--- src/rtl/csw_defines.svh ---
`ifndef CSW_DEFINES_SVH
`define CSW_DEFINES_SVH

// ----------------------------------------
// Control frame layout
// ----------------------------------------
`define CSW_FRAME_BITS 30
`define CSW_START_BITS 6
`define CSW_BODY_BITS 24
`define CSW_ADDR_BITS 6
`define CSW_ROUTE_BITS 12
`define CSW_START_LOAD 6'h1f
`define CSW_START_READ 6'h1e
`define CSW_ROW_MSB 23
`define CSW_ROW_LSB 18
`define CSW_COL_MSB 17
`define CSW_COL_LSB 12
`define CSW_ROW_DONE_CNT 5'h05
`define CSW_COL_DONE_CNT 5'h0b
`define CSW_BODY_LAST_CNT 5'h17

// ----------------------------------------
// Routing field codes
// ----------------------------------------
`define CSW_SEL_OFF 3'h0
`define CSW_SEL_MAX 3'h4
`define CSW_ROUTE_RESET 12'h000

// ----------------------------------------
// Fixed pin-select patterns
// ----------------------------------------
`define CSW_PAT_DIST1 12'h249
`define CSW_PAT_DIST2 12'h492
`define CSW_PAT_REDUND 12'h25b
`define CSW_PAT_BROAD 12'h29c

// ----------------------------------------
// Timing
// ----------------------------------------
`define CSW_SCLK_MAX_MHZ 100
`define CSW_MCLK_MHZ 125

`endif

--- src/rtl/csw_pkg.sv ---
package csw_pkg;

   typedef logic [2:0] csw_field_t;

   typedef struct packed {
      csw_field_t lane1;
      csw_field_t lane2;
      csw_field_t lane3;
      csw_field_t lane4;
   } csw_route_t;

   typedef struct packed {
      logic [5:0] row;
      logic [5:0] column;
      csw_route_t route;
   } csw_body_t;

   typedef struct packed {
      logic serialClock;
      logic selectHi;
      logic selectLo;
      logic commit;
      logic mode;
      logic [3:0] lanes;
   } csw_pins_t;

   typedef enum logic [0:0] {
      CSW_HUNT = 1'b0,
      CSW_BODY = 1'b1
   } csw_rx_state_t;

endpackage

--- src/rtl/csw_switch_control.sv ---
// Notes on behaviour
// - Four 4:1 selectors; any input may feed one or several outputs.
// - Mode low selects serial programming, mode high selects pin patterns.
// - One commit updates all four output routes together.
// - Commit low, mode low: serial data shifts in on each rising serial clock.
// - Cascade data outputs repeat the input, own address field decremented.
// - Mode low: cascade clocks are buffered copies of serial clock.
// - Commit high at rising serial clock copies staging into configuration.
// - Commit held high repeats the copy on every further rising edge.
// - Mode high: internal logic sees no serial clock edges.
// - Mode high: both cascade clocks stay low.
// - Commit applies routes only from the last valid complete frame.
// - New routing takes effect without further serial clock edges.
// - Select patterns are ignored while mode is low; select-high then carries serial data.
// - Selects 00: input one to all outputs.
// - Selects 01: input two to all outputs.
// - Selects 10: input one to outputs 1-2, input three to 3-4.
// - Selects 11: each input to the output of the same number.
// - Frame is 30 bits, most significant bit first.
// - Six-bit start pattern; one value loads, the other is received but never staged.
// - Start, row address, column address, then four 3-bit routes.
// - Route 0 floats the output, 1..4 pick inputs, 5..7 invalid.
`timescale 1ns/1ns
`include "csw_defines.svh"

module csw_switch_control (
   input wire logic mclk,
   input wire logic reset_n,
   input wire logic serialClock,
   input wire logic pinSelectHi,
   input wire logic pinSelectLo,
   input wire logic commitStrobe,
   input wire logic modeSelect,
   input wire logic laneIn1,
   input wire logic laneIn2,
   input wire logic laneIn3,
   input wire logic laneIn4,
   output logic laneOut1,
   output logic laneOut2,
   output logic laneOut3,
   output logic laneOut4,
   output logic laneOut1En_n,
   output logic laneOut2En_n,
   output logic laneOut3En_n,
   output logic laneOut4En_n,
   output logic rowCascadeData,
   output logic columnCascadeData,
   output logic rowCascadeClock,
   output logic columnCascadeClock,
   output logic stagingValid,
   output logic frameRejected
);

   // ----------------------------------------
   // Helpers
   // ----------------------------------------
   function automatic logic [5:0] decAddr(input logic [5:0] addr);
      return addr - 6'h01;
   endfunction

   function automatic logic routeOk(input csw_pkg::csw_route_t r);
      return (r.lane1 <= `CSW_SEL_MAX) && (r.lane2 <= `CSW_SEL_MAX) &&
             (r.lane3 <= `CSW_SEL_MAX) && (r.lane4 <= `CSW_SEL_MAX);
   endfunction

   function automatic logic [`CSW_ADDR_BITS-1:0] shiftIn(input logic [`CSW_ADDR_BITS-1:0] lineIn, input logic bitIn);
      return {lineIn[`CSW_ADDR_BITS-2:0], bitIn};
   endfunction

   // Fixed routes of the select-pin mode
   function automatic csw_pkg::csw_route_t pinPattern(input logic hi, input logic lo);
      csw_pkg::csw_route_t r;
      r = `CSW_PAT_BROAD;
      if (!hi && !lo) begin
         r = `CSW_PAT_DIST1;
      end else if (!hi && lo) begin
         r = `CSW_PAT_DIST2;
      end else if (hi && !lo) begin
         r = `CSW_PAT_REDUND;
      end
      return r;
   endfunction

   // ----------------------------------------
   // Pin synchronisers
   // ----------------------------------------
   csw_pkg::csw_pins_t pinsRaw;
   csw_pkg::csw_pins_t pins;

   assign pinsRaw = '{serialClock: serialClock, selectHi: pinSelectHi,
                      selectLo: pinSelectLo, commit: commitStrobe,
                      mode: modeSelect,
                      lanes: {laneIn4, laneIn3, laneIn2, laneIn1}};

   csw_sync #(.WIDTH($bits(csw_pkg::csw_pins_t))) pinSync (
      .mclk(mclk),
      .reset_n(reset_n),
      .async(pinsRaw),
      .synced(pins)
   );

   // ----------------------------------------
   // Serial clock edge detection
   // ----------------------------------------
   logic sclkLast_q;
   logic serialMode;
   logic sclkRise;
   logic dataBit;

   // Resets to the parked low level, so no false edge follows reset
   always_ff @(posedge mclk) begin
      if (!reset_n) begin
         sclkLast_q <= 1'b0;
      end else begin
         sclkLast_q <= pins.serialClock;
      end
   end

   assign serialMode = ~pins.mode;
   // Edges are gated off in pin mode so nothing internal moves
   assign sclkRise = pins.serialClock & ~sclkLast_q & serialMode;
   // Select-high pin doubles as serial data
   assign dataBit = pins.selectHi;

   // ----------------------------------------
   // Frame receiver
   // ----------------------------------------
   csw_pkg::csw_rx_state_t rxState_q;
   logic [`CSW_START_BITS-1:0] window_q;
   logic [`CSW_START_BITS-1:0] windowNext;
   logic isLoad_q;
   logic [4:0] bodyCount_q;
   logic [`CSW_BODY_BITS-2:0] body_q;
   csw_pkg::csw_body_t bodyFull;
   logic frameDone;
   logic frameGood;

   assign windowNext = {window_q[`CSW_START_BITS-2:0], dataBit};
   assign bodyFull = {body_q, dataBit};
   assign frameDone = sclkRise && !pins.commit && rxState_q == csw_pkg::CSW_BODY &&
                      bodyCount_q == `CSW_BODY_LAST_CNT;
   // Only load frames addressed here with legal routes reach staging
   assign frameGood = isLoad_q && bodyFull.row == 6'h00 &&
                      bodyFull.column == 6'h00 && routeOk(bodyFull.route);

   always_ff @(posedge mclk) begin
      if (!reset_n) begin
         rxState_q <= csw_pkg::CSW_HUNT;
         window_q <= '0;
         isLoad_q <= 1'b0;
         bodyCount_q <= 5'h00;
         body_q <= '0;
      end else if (sclkRise && !pins.commit) begin
         case (rxState_q)
            csw_pkg::CSW_HUNT: begin
               window_q <= windowNext;
               if (windowNext == `CSW_START_LOAD || windowNext == `CSW_START_READ) begin
                  rxState_q <= csw_pkg::CSW_BODY;
                  isLoad_q <= (windowNext == `CSW_START_LOAD);
                  bodyCount_q <= 5'h00;
               end
            end
            csw_pkg::CSW_BODY: begin
               body_q <= bodyFull[`CSW_BODY_BITS-2:0];
               bodyCount_q <= bodyCount_q + 5'h01;
               if (bodyCount_q == `CSW_BODY_LAST_CNT) begin
                  // Restart the hunt clean so body bits cannot fake a start
                  rxState_q <= csw_pkg::CSW_HUNT;
                  window_q <= '0;
               end
            end
            default: begin
               rxState_q <= csw_pkg::CSW_HUNT;
            end
         endcase
      end
   end

   // ----------------------------------------
   // Staging and configuration registers
   // ----------------------------------------
   csw_pkg::csw_route_t staging_q;
   csw_pkg::csw_route_t config_q;
   logic stagingValid_q;
   logic frameRejected_q;

   always_ff @(posedge mclk) begin
      if (!reset_n) begin
         staging_q <= `CSW_ROUTE_RESET;
      end else if (frameDone && frameGood) begin
         staging_q <= bodyFull.route;
      end
   end

   always_ff @(posedge mclk) begin
      if (!reset_n) begin
         stagingValid_q <= 1'b0;
      end else if (frameDone && frameGood) begin
         stagingValid_q <= 1'b1;
      end
   end

   // Sticky until a good frame; read-back frames leave it alone
   always_ff @(posedge mclk) begin
      if (!reset_n) begin
         frameRejected_q <= 1'b0;
      end else if (frameDone && frameGood) begin
         frameRejected_q <= 1'b0;
      end else if (frameDone && isLoad_q && !routeOk(bodyFull.route)) begin
         frameRejected_q <= 1'b1;
      end
   end

   // Whole route word moves at once, repeated while commit stays high
   always_ff @(posedge mclk) begin
      if (!reset_n) begin
         config_q <= `CSW_ROUTE_RESET;
      end else if (sclkRise && pins.commit) begin
         config_q <= staging_q;
      end
   end

   // ----------------------------------------
   // Route selection
   // ----------------------------------------
   csw_pkg::csw_route_t activeRoute;

   always_comb begin
      activeRoute = config_q;
      if (pins.mode) begin
         activeRoute = pinPattern(pins.selectHi, pins.selectLo);
      end
   end

   // ----------------------------------------
   // Crosspoint
   // ----------------------------------------
   logic [3:0] xbarOut;
   logic [3:0] xbarOff;
   logic [3:0] laneOut_q;
   logic [3:0] laneOff_q;

   csw_crossbar xbar (
      .route(activeRoute),
      .lanesIn(pins.lanes),
      .lanesOut(xbarOut),
      .lanesOff(xbarOff)
   );

   // Follows the route every cycle, no serial edge needed
   always_ff @(posedge mclk) begin
      if (!reset_n) begin
         laneOut_q <= 4'h0;
         laneOff_q <= 4'hf;
      end else begin
         laneOut_q <= xbarOut & ~xbarOff;
         laneOff_q <= xbarOff;
      end
   end

   // ----------------------------------------
   // Cascade forwarding
   // ----------------------------------------
   // Six-bit delay lets the address be rewritten before it leaves
   logic [`CSW_ADDR_BITS-1:0] rowLine_q;
   logic [`CSW_ADDR_BITS-1:0] colLine_q;
   logic [`CSW_ADDR_BITS-1:0] lineNext;
   logic [`CSW_ADDR_BITS-1:0] colLineNext;
   logic rowData_q;
   logic colData_q;
   logic rowFieldIn;
   logic colFieldIn;

   assign lineNext = shiftIn(rowLine_q, dataBit);
   assign colLineNext = shiftIn(colLine_q, dataBit);
   assign rowFieldIn = rxState_q == csw_pkg::CSW_BODY && bodyCount_q == `CSW_ROW_DONE_CNT;
   assign colFieldIn = rxState_q == csw_pkg::CSW_BODY && bodyCount_q == `CSW_COL_DONE_CNT;

   always_ff @(posedge mclk) begin
      if (!reset_n) begin
         rowLine_q <= '0;
         rowData_q <= 1'b0;
      end else if (sclkRise) begin
         rowData_q <= rowLine_q[`CSW_ADDR_BITS-1];
         if (rowFieldIn && !pins.commit) begin
            rowLine_q <= decAddr(lineNext);
         end else begin
            rowLine_q <= lineNext;
         end
      end
   end

   always_ff @(posedge mclk) begin
      if (!reset_n) begin
         colLine_q <= '0;
         colData_q <= 1'b0;
      end else if (sclkRise) begin
         colData_q <= colLine_q[`CSW_ADDR_BITS-1];
         if (colFieldIn && !pins.commit) begin
            colLine_q <= decAddr(colLineNext);
         end else begin
            colLine_q <= colLineNext;
         end
      end
   end

   logic rowClk_q;
   logic colClk_q;

   always_ff @(posedge mclk) begin
      if (!reset_n) begin
         rowClk_q <= 1'b0;
      end else begin
         rowClk_q <= pins.serialClock & serialMode;
      end
   end

   always_ff @(posedge mclk) begin
      if (!reset_n) begin
         colClk_q <= 1'b0;
      end else begin
         colClk_q <= pins.serialClock & serialMode;
      end
   end

   // ----------------------------------------
   // Outputs
   // ----------------------------------------
   assign laneOut1 = laneOut_q[0];
   assign laneOut2 = laneOut_q[1];
   assign laneOut3 = laneOut_q[2];
   assign laneOut4 = laneOut_q[3];
   assign laneOut1En_n = laneOff_q[0];
   assign laneOut2En_n = laneOff_q[1];
   assign laneOut3En_n = laneOff_q[2];
   assign laneOut4En_n = laneOff_q[3];
   assign rowCascadeData = rowData_q;
   assign columnCascadeData = colData_q;
   assign rowCascadeClock = rowClk_q;
   assign columnCascadeClock = colClk_q;
   assign stagingValid = stagingValid_q;
   assign frameRejected = frameRejected_q;

endmodule

--- src/rtl/csw_sync.sv ---
`timescale 1ns/1ns

module csw_sync #(
   parameter int WIDTH = 1
) (
   input wire logic mclk,
   input wire logic reset_n,
   input wire logic [WIDTH-1:0] async,
   output logic [WIDTH-1:0] synced
);

   logic [WIDTH-1:0] stage1_q;
   logic [WIDTH-1:0] stage2_q;

   always_ff @(posedge mclk) begin
      if (!reset_n) begin
         stage1_q <= '0;
         stage2_q <= '0;
      end else begin
         stage1_q <= async;
         stage2_q <= stage1_q;
      end
   end

   assign synced = stage2_q;

endmodule

--- src/rtl/csw_crossbar.sv ---
`timescale 1ns/1ns

module csw_crossbar (
   input wire csw_pkg::csw_route_t route,
   input wire logic [3:0] lanesIn,
   output logic [3:0] lanesOut,
   output logic [3:0] lanesOff
);

   // Field 0 floats the lane; 1..4 pick an input
   function automatic logic pickLane(input csw_pkg::csw_field_t sel, input logic [3:0] lanes);
      logic bit_;
      bit_ = 1'b0;
      if (sel == 3'h1) begin
         bit_ = lanes[0];
      end else if (sel == 3'h2) begin
         bit_ = lanes[1];
      end else if (sel == 3'h3) begin
         bit_ = lanes[2];
      end else if (sel == 3'h4) begin
         bit_ = lanes[3];
      end
      return bit_;
   endfunction

   csw_pkg::csw_field_t sel [4];

   always_comb begin
      sel[0] = route.lane1;
      sel[1] = route.lane2;
      sel[2] = route.lane3;
      sel[3] = route.lane4;
      for (int i = 0; i < 4; i++) begin
         lanesOut[i] = pickLane(sel[i], lanesIn);
         lanesOff[i] = (sel[i] == 3'h0);
      end
   end

endmodule

--- config.mk ---
export PLATFORM = sky130hd
export DESIGN_NAME = csw_switch_control
export DESIGN_NICKNAME = d
export VERILOG_FILES = /design/src/rtl/csw_pkg.sv /design/src/rtl/csw_switch_control.sv /design/src/rtl/csw_sync.sv /design/src/rtl/csw_crossbar.sv
export VERILOG_INCLUDE_DIRS = /design/src /design/src/rtl
export SDC_FILE = /design/constraint.sdc
export NUM_CORES = 1
export LEC_CHECK = 0
export BUFFER_PORTS_ARGS = -buffer_cell sky130_fd_sc_hd__buf_2
export CORE_ASPECT_RATIO = 1.4
export CORE_MARGIN = 2
export CORE_UTILIZATION = 55
export DETAILED_ROUTE_END_ITERATION = 6
export GPL_ROUTABILITY_DRIVEN = 0
export GPL_TIMING_DRIVEN = 0
export HOLD_SLACK_MARGIN = 0.02
export PLACE_DENSITY_LB_ADDON = 0.25
export SYNTH_ARGS = -nofsm -noshare
export SYNTH_HDL_FRONTEND = slang
export SYNTH_SLANG_ARGS = --single-unit
--- constraint.sdc ---
create_clock -name mclk -period 3 [get_ports mclk]
set_clock_uncertainty 0.2 [all_clocks]
set_input_delay 0.6 -clock mclk [delete_from_list [all_inputs] [get_ports mclk]]
set_output_delay 0.6 -clock mclk [all_outputs]
set_load 0.05 [all_outputs]
==> key figures, run 1 <==
Status
  – Outcome: completed

Logic synthesis
  – Cell taking the most area after synthesis: dfxtp_1
  – Synth Warn #: 0
  – Sequential fraction of the synthesis area: 48.1%
  – Netlist cell types: 57
  – Xor and xnor area share after synthesis: 1.63%
  – #FFs+latches synth: 103
  – Top-count cell post-synth: nand2_1
  – Post-Synthesis Cells: 494
  – Area of the mapped netlist: 4290 um2
  – Largest family of logic cells by synthesized area: simple AND/OR/NAND/NOR gates
  – Avg Cell Area, Syn: 8.68 um2
  – Syn nets: 515
  – Post-synthesis mux area share: 4.49%
  – Synth top area share: 48.1%
  – Main synth FF type: dfxtp_1
  – Top post-synthesis cells by area: dfxtp_1 48%, nand2_1 9.5%, a21oi_1 5.8%
  – Post-synthesis simple-gate area fraction: 22.9%
  – Async SR Flop Fraction: 0%
  – Post-synth top cells: 108 x nand2_1, 103 x dfxtp_1, 50 x a21oi_1
  – Post-Synth Adder-Cell Area: 2.92%
  – Post-synth EDFFs: 0
  – Compound-gate portion of the synthesized area: 15.7%

Placed design
  – Detailed Place HPWL: 6540 um
  – PortBufs: 24
  – Pre-CTS setup slack: 412 ps
  – Post-place instance area: 4530 um2

Layout
  – Final #Nets: 550
  – Final Cell Area: 4710 um2
  – # diodes: 0
  – Area growth, synth to finish: 9.95%
  – Layout cells sized above 1: 10.1%

Power and ir drop
  – Comb power frac: 5.0%
  – Sw Share: 25.5%
  – Total power: 2.33 mW
  – Clock power frac: 34.8%
  – Sw Pwr: 594 uW
  – Max IR drop VDD: 0.391 mV
  – Sequential share of power: 60.2%
  – Power per cell area: 495 nW/um2
  – Leak pwr: 1.63 nW
  – Internal Dissipation: 1.74 mW

Global route
  – First-pass GRT wire length: 14800 um
  – Initial antenna violation count: 0
  – Largest net degree at the start of global routing: 19
  – Overflow after GRT: 0
  – Vias in the first global route: 3296
  – Total Routing Usage GR: 22.0%

Timing
  – Tmin final: 2610 ps
  – Hold_ws: 225 ps
  – Final period util: 87.0%
  – Max Transition Viols Final: 0
  – PnR worst setup slack: 391 ps
  – Least-Margin Pin Slew: 702 ps
  – Final setup fails: 0
  – Final hold violations: 0
  – RSZ-0062 raised after global routing: no
  – Fmax achieved: 383 MHz
  – Max-Slew Margin vs Limit: 53.1%
  – Post-route setup TNS: 0 ps

Clock network
  – Sink Count: 103
  – Worst skew pair latency: 370 ps
  – Clock transition at path regs: 100 ps
  – Inserted Clock Buffers: 9
  – CTS tree: done
  – Hold Buf Count CTS: 0
  – Post-CTS setup buffers: 0
  – Clock Tree Buf Depth: 2
  – H-tree depth: 3
  – Root Buffer: clkbuf_8
  – CTS-repair resized insts: 0

Min path
  – Hold depth: 2
  – Hold Startpoint: laneIn2
  – Worst Hold Class: in -> reg
  – Worst Hold End: pinSync.stage1_q[1]$_SDFF_PN0_

Floorplanning
  – Die Span Y: 108 um
  – Starting Density: 56.0%
  – IO Pins: 25
  – Die Span X: 78.6 um
  – Core Box Area: 7650 um2
  – Site Rows: 38
  – Full die area: 8530 um2

Route
  – Initial DRC Count: 160
  – Final ANT Viol Nets: 0
  – WL final: 8900 um
  – Residual DRC: 0
  – Pre-antenna DRT Iters: 5
  – Vias per inst: 5.50
  – Via count: 3489
  – Routed length per instance: 14.0 um

Setup path
  – Worst Setup Path Type: reg -> reg
  – CP endpoint kind: register
  – Crit path DAT: 2720 ps
  – Critical Path RT: 3110 ps
  – R2R Path Start: pinSync.synced[7]$_SDFF_PN0_
  – Crit Path Max Fanout: 8
  – R2R Setup Slk: 390 ps
  – Worst setup SP type: register
  – R2r worst-path depth: 7
  – Reg2reg end: laneOut_q[1]$_SDFF_PN0_

Flow run
  – Max Cap Viol: 0
-- flip-flops by register name, indices dropped and copies added (netlist names), 6 cells and up --
register,cells
body_q,23
colLine_q,6
config_q,12
pinSync.stage1_q,9
pinSync.synced,9
rowLine_q,6
staging_q,12
-- power by group through the flow --
stage | clock network [mW] | registers (mW) | logic (mW)
6_report | 0.812 | 1.40 | 0.117
5_1_grt | 0.880 | 1.41 | 0.131
4_1_cts | 0.826 | 1.40 | 0.118
3_5_place_dp | 0 | 1.43 | 0.118
3_3_place_gp | 0 | 1.43 | 0.115
2_1_floorplan | 0 | 1.44 | 0.0739
-- metal layers --
layer	vias to the layer above	GRT usage [%]	wire, um
li1	1766	-	-
met1	1634	24.5	3850
met2	66	40.0	4550
met3	23	3.76	255
met4	0	10.9	251
met5	-	0	0
-- cells by family after synthesis --
family,Yosys count
flip-flops,103
buffers and inverters,43
XOR/XNOR,8
multiplexers,19
adder cells (fa/ha/maj),10
AO/OA/AOI/OAI,110
AND/OR/NAND/NOR,201
-- final cells by class --
cell class / instances / area (um2)
sequential: 103 / 2060
tap: 100 / 125
clock inverter: 7 / 57.6
inverter: 14 / 52.6
clock buffer: 9 / 124
timing repair buffer: 24 / 120
multi-input combinational: 348 / 2040
buffer: 29 / 129
fill: 683 / 2940
-- metrics by stage --
stage          util [%]  std cells
2_1_floorplan         -        494
3_3_place_gp       59.2        618
3_5_place_dp       59.2        618
4_1_cts            61.6        634
5_1_grt            61.6        634
6_report           61.6        634
-- how the worst max path moves through the flow --
stage | end | cells past startpoint | start
3_3_place_gp | laneOut_q[1]$_SDFF_PN0_ | 7 | pinSync.synced[7]$_SDFF_PN0_
5_1_grt | laneOut_q[1]$_SDFF_PN0_ | 7 | pinSync.synced[7]$_SDFF_PN0_
2_1_floorplan | staging_q[10]$_SDFFE_PN0P_ | 7 | pinSync.synced[8]$_SDFF_PN0_
3_5_place_dp | laneOut_q[1]$_SDFF_PN0_ | 7 | pinSync.synced[7]$_SDFF_PN0_
4_1_cts | laneOut_q[1]$_SDFF_PN0_ | 7 | pinSync.synced[7]$_SDFF_PN0_
6_report | laneOut_q[1]$_SDFF_PN0_ | 7 | pinSync.synced[7]$_SDFF_PN0_
-- worst max-delay path, cell delays in order (launching register included) --
cell and delay (ps):
dfxtp_1 400, clkbuf_1 350, inv_1 280, ha_1 340, o21ai_0 310, o41ai_1 150, or3_1 380, a21oi_1 130
-- placed cells by master, fill, tap and decap left out, types with 14 or more instances in the layout --
cell and n:
nand2_1 108, dfxtp_1 103, a21oi_1 50, buf_2 25, clkbuf_1 23, and2_1 23, o21ai_0 20, mux2i_1 17
nor2_1 16, inv_1 14
No activity file was read; power rests on OpenSTA's default activity.
==> run 2: changes to the inputs <==
Settings changed: CORE_UTILIZATION 55 to 60.
==> run 2 against run 1 <==
- critical path depth unchanged
- die area down 8.0%
- count of clock-buffer cells in the layout up 1
- core utilization up 6.4 points
- setup slack worse by 3.6 ps
- first-iteration DRC count down 1.9%
- register-to-register slack about the same
- power up 0.45%
- clock power up 1%
- worst hold slack better by 6.8 ps
- largest power group unchanged
==> key figures, run 2 (synthesis results as in run 1) <==
Power and ir drop
  – Leak pwr: 1.64 nW (was 1.63 nW)
  – Max IR drop VDD: 0.326 mV (was 0.391 mV)
  – Total power: 2.34 mW (was 2.33 mW)
  – Power per cell area: 497 nW/um2 (was 495 nW/um2)

Setup path
  – Reg2reg end: laneOut_q[3]$_SDFF_PN0_ (was laneOut_q[1]$_SDFF_PN0_)
  – CP endpoint kind: register (unchanged)
  – Worst Setup Path Type: reg -> reg (unchanged)
  – Crit Path Max Fanout: 8 (unchanged)
  – Crit path DAT: 2720 ps (about the same)
  – Worst setup SP type: register (unchanged)
  – R2R Path Start: pinSync.synced[7]$_SDFF_PN0_ (unchanged)
  – R2r worst-path depth: 7 (unchanged)
  – R2R Setup Slk: 390 ps (about the same)
  – Critical Path RT: 3110 ps (about the same)

Global route
  – Largest net degree at the start of global routing: 19 (unchanged)
  – Overflow after GRT: 0 (unchanged)
  – Initial antenna violation count: 0 (unchanged)
  – First-pass GRT wire length: 14700 um (was 14800 um)
  – Total Routing Usage GR: 23.6% (was 22.0%)
  – Vias in the first global route: 3395 (was 3296)

Route
  – Initial DRC Count: 157 (was 160)
  – Vias per inst: 5.56 (was 5.50)
  – WL final: 8640 um (was 8900 um)
  – Routed length per instance: 13.7 um (was 14.0 um)
  – Residual DRC: 0 (unchanged)
  – Final ANT Viol Nets: 0 (unchanged)
  – Pre-antenna DRT Iters: 7 (was 5)
  – Via count: 3496 (was 3489)

Floorplanning
  – Site Rows: 36 (was 38)
  – Core Box Area: 6940 um2 (was 7650 um2)
  – Die Span Y: 104 um (was 108 um)
  – Starting Density: 61.8% (was 56.0%)
  – IO Pins: 25 (unchanged)
  – Die Span X: 75.4 um (was 78.6 um)
  – Full die area: 7850 um2 (was 8530 um2)

Timing
  – PnR worst setup slack: 387 ps (was 391 ps)
  – Fmax achieved: 383 MHz (about the same)
  – Final hold violations: 0 (unchanged)
  – RSZ-0062 raised after global routing: no (unchanged)
  – Final setup fails: 0 (unchanged)
  – Least-Margin Pin Slew: 706 ps (was 702 ps)
  – Tmin final: 2610 ps (about the same)
  – Post-route setup TNS: 0 ps (unchanged)
  – Max-Slew Margin vs Limit: 52.8% (was 53.1%)
  – Final period util: 87.1% (was 87.0%)
  – Max Transition Viols Final: 0 (unchanged)

Layout
  – Top flop regs: body_q (23), config_q (12), staging_q (12) (unchanged)
  – Final #Nets: 550 (unchanged)
  – Area growth, synth to finish: 9.92% (was 9.95%)
  – Max reg flops: 23 (unchanged)
  – Most common cell after layout, fill and taps aside: nand2_1 (unchanged)
  – Layout cells sized above 1: 10.1% (unchanged)
  – Commonest cells after routing, fill and taps aside: 108 x nand2_1, 103 x dfxtp_1, 50 x a21oi_1, 25 x buf_2 (unchanged)
  – Largest Register: body_q (unchanged)
  – # diodes: 0 (unchanged)

Placed design
  – Pre-CTS setup slack: 413 ps (was 412 ps)
  – Detailed Place HPWL: 6390 um (was 6540 um)
  – PortBufs: 24 (unchanged)

Clock network
  – H-tree depth: 3 (unchanged)
  – CTS tree: done (unchanged)
  – Inserted Clock Buffers: 9 (unchanged)
  – Clock Tree Buf Depth: 2 (unchanged)
  – Root Buffer: clkbuf_8 (unchanged)
  – Post-CTS setup buffers: 0 (unchanged)
  – Hold Buf Count CTS: 0 (unchanged)
  – CTS-repair resized insts: 0 (unchanged)
  – Worst skew pair latency: 360 ps (was 370 ps)
  – Sink Count: 103 (unchanged)
  – Clock transition at path regs: 100 ps (about the same)

Flow run
  – Max Cap Viol: 0 (unchanged)

Min path
  – Worst Hold Class: in -> reg (unchanged)
  – Worst Hold End: pinSync.stage1_q[3]$_SDFF_PN0_ (was pinSync.stage1_q[1]$_SDFF_PN0_)
  – Hold Startpoint: laneIn4 (was laneIn2)
  – Hold depth: 2 (unchanged)

Status
  – Outcome: completed (unchanged)
-- run 2: changes by cell type in the layout (fill, tap and decap cells not counted), sizes merged --
| cell | before | now |
|---|---|---|
| clkinvlp | 2 | 0 |
| clkinv | 3 | 2 |
| clkbuf | 32 | 33 |
| inv | 16 | 18 |
-- run 2: how the worst max path moves through the flow --
| stage | slack (ps) | depth (start not counted) | startpoint | endpoint |
|---|---|---|---|---|
| after detailed placement | 410 | 7 | pinSync.synced[8]$_SDFF_PN0_ | staging_q[6]$_SDFFE_PN0P_ |
| after floorplan | 660 | 7 | pinSync.synced[8]$_SDFF_PN0_ | staging_q[10]$_SDFFE_PN0P_ |
| after CTS | 390 | 7 | pinSync.synced[8]$_SDFF_PN0_ | staging_q[8]$_SDFFE_PN0P_ |
| after global placement | 420 | 7 | pinSync.synced[7]$_SDFF_PN0_ | laneOut_q[1]$_SDFF_PN0_ |
| final | 390 | 7 | pinSync.synced[7]$_SDFF_PN0_ | laneOut_q[3]$_SDFF_PN0_ |
| after global routing | 180 | 7 | pinSync.synced[7]$_SDFF_PN0_ | laneOut_q[1]$_SDFF_PN0_ |
-- run 2: cell type report --
class	instances	area, um2
repair buffers	24	120
well taps	95	119
inverters	14	52.6
multi-input cells	348	2040
clock inverters	6	48.8
plain buffers	29	129
flip-flops and latches	103	2060
clock buffers	10	138
fillers	576	2220
-- run 2: per-layer routing --
metal,GRT usage (%),wire (um),vias up
met4,11.3,188,0
li1,-,-,1780
met3,5.14,301,17
met1,26.9,3600,1640
met5,0,0,-
met2,40.1,4550,59
-- run 2: where the power goes --
part / internal, mW / switching [mW]
logic: 0.0395 / 0.0790
registers: 1.39 / 0.0153
clock network: 0.337 / 0.484
total: 1.76 / 0.579
-- run 2: per-stage QoR --
stage	instances	utilization [%]	instance area, um2	hold slack [ps]
5_1_grt	629	67.9	4710	235
3_5_place_dp	613	65.3	4530	218
3_3_place_gp	613	65.3	4530	216
2_1_floorplan	494	-	4290	212
6_report	629	67.9	4710	232
4_1_cts	629	67.9	4710	224
-- run 2: critical path: stages, from the launching register on --
cell and delay (ps):
dfxtp_1 400, clkbuf_1 380, inv_1 300, ha_1 300, or3b_2 460, o32a_1 210
nor3_1 200, a41o_1 110
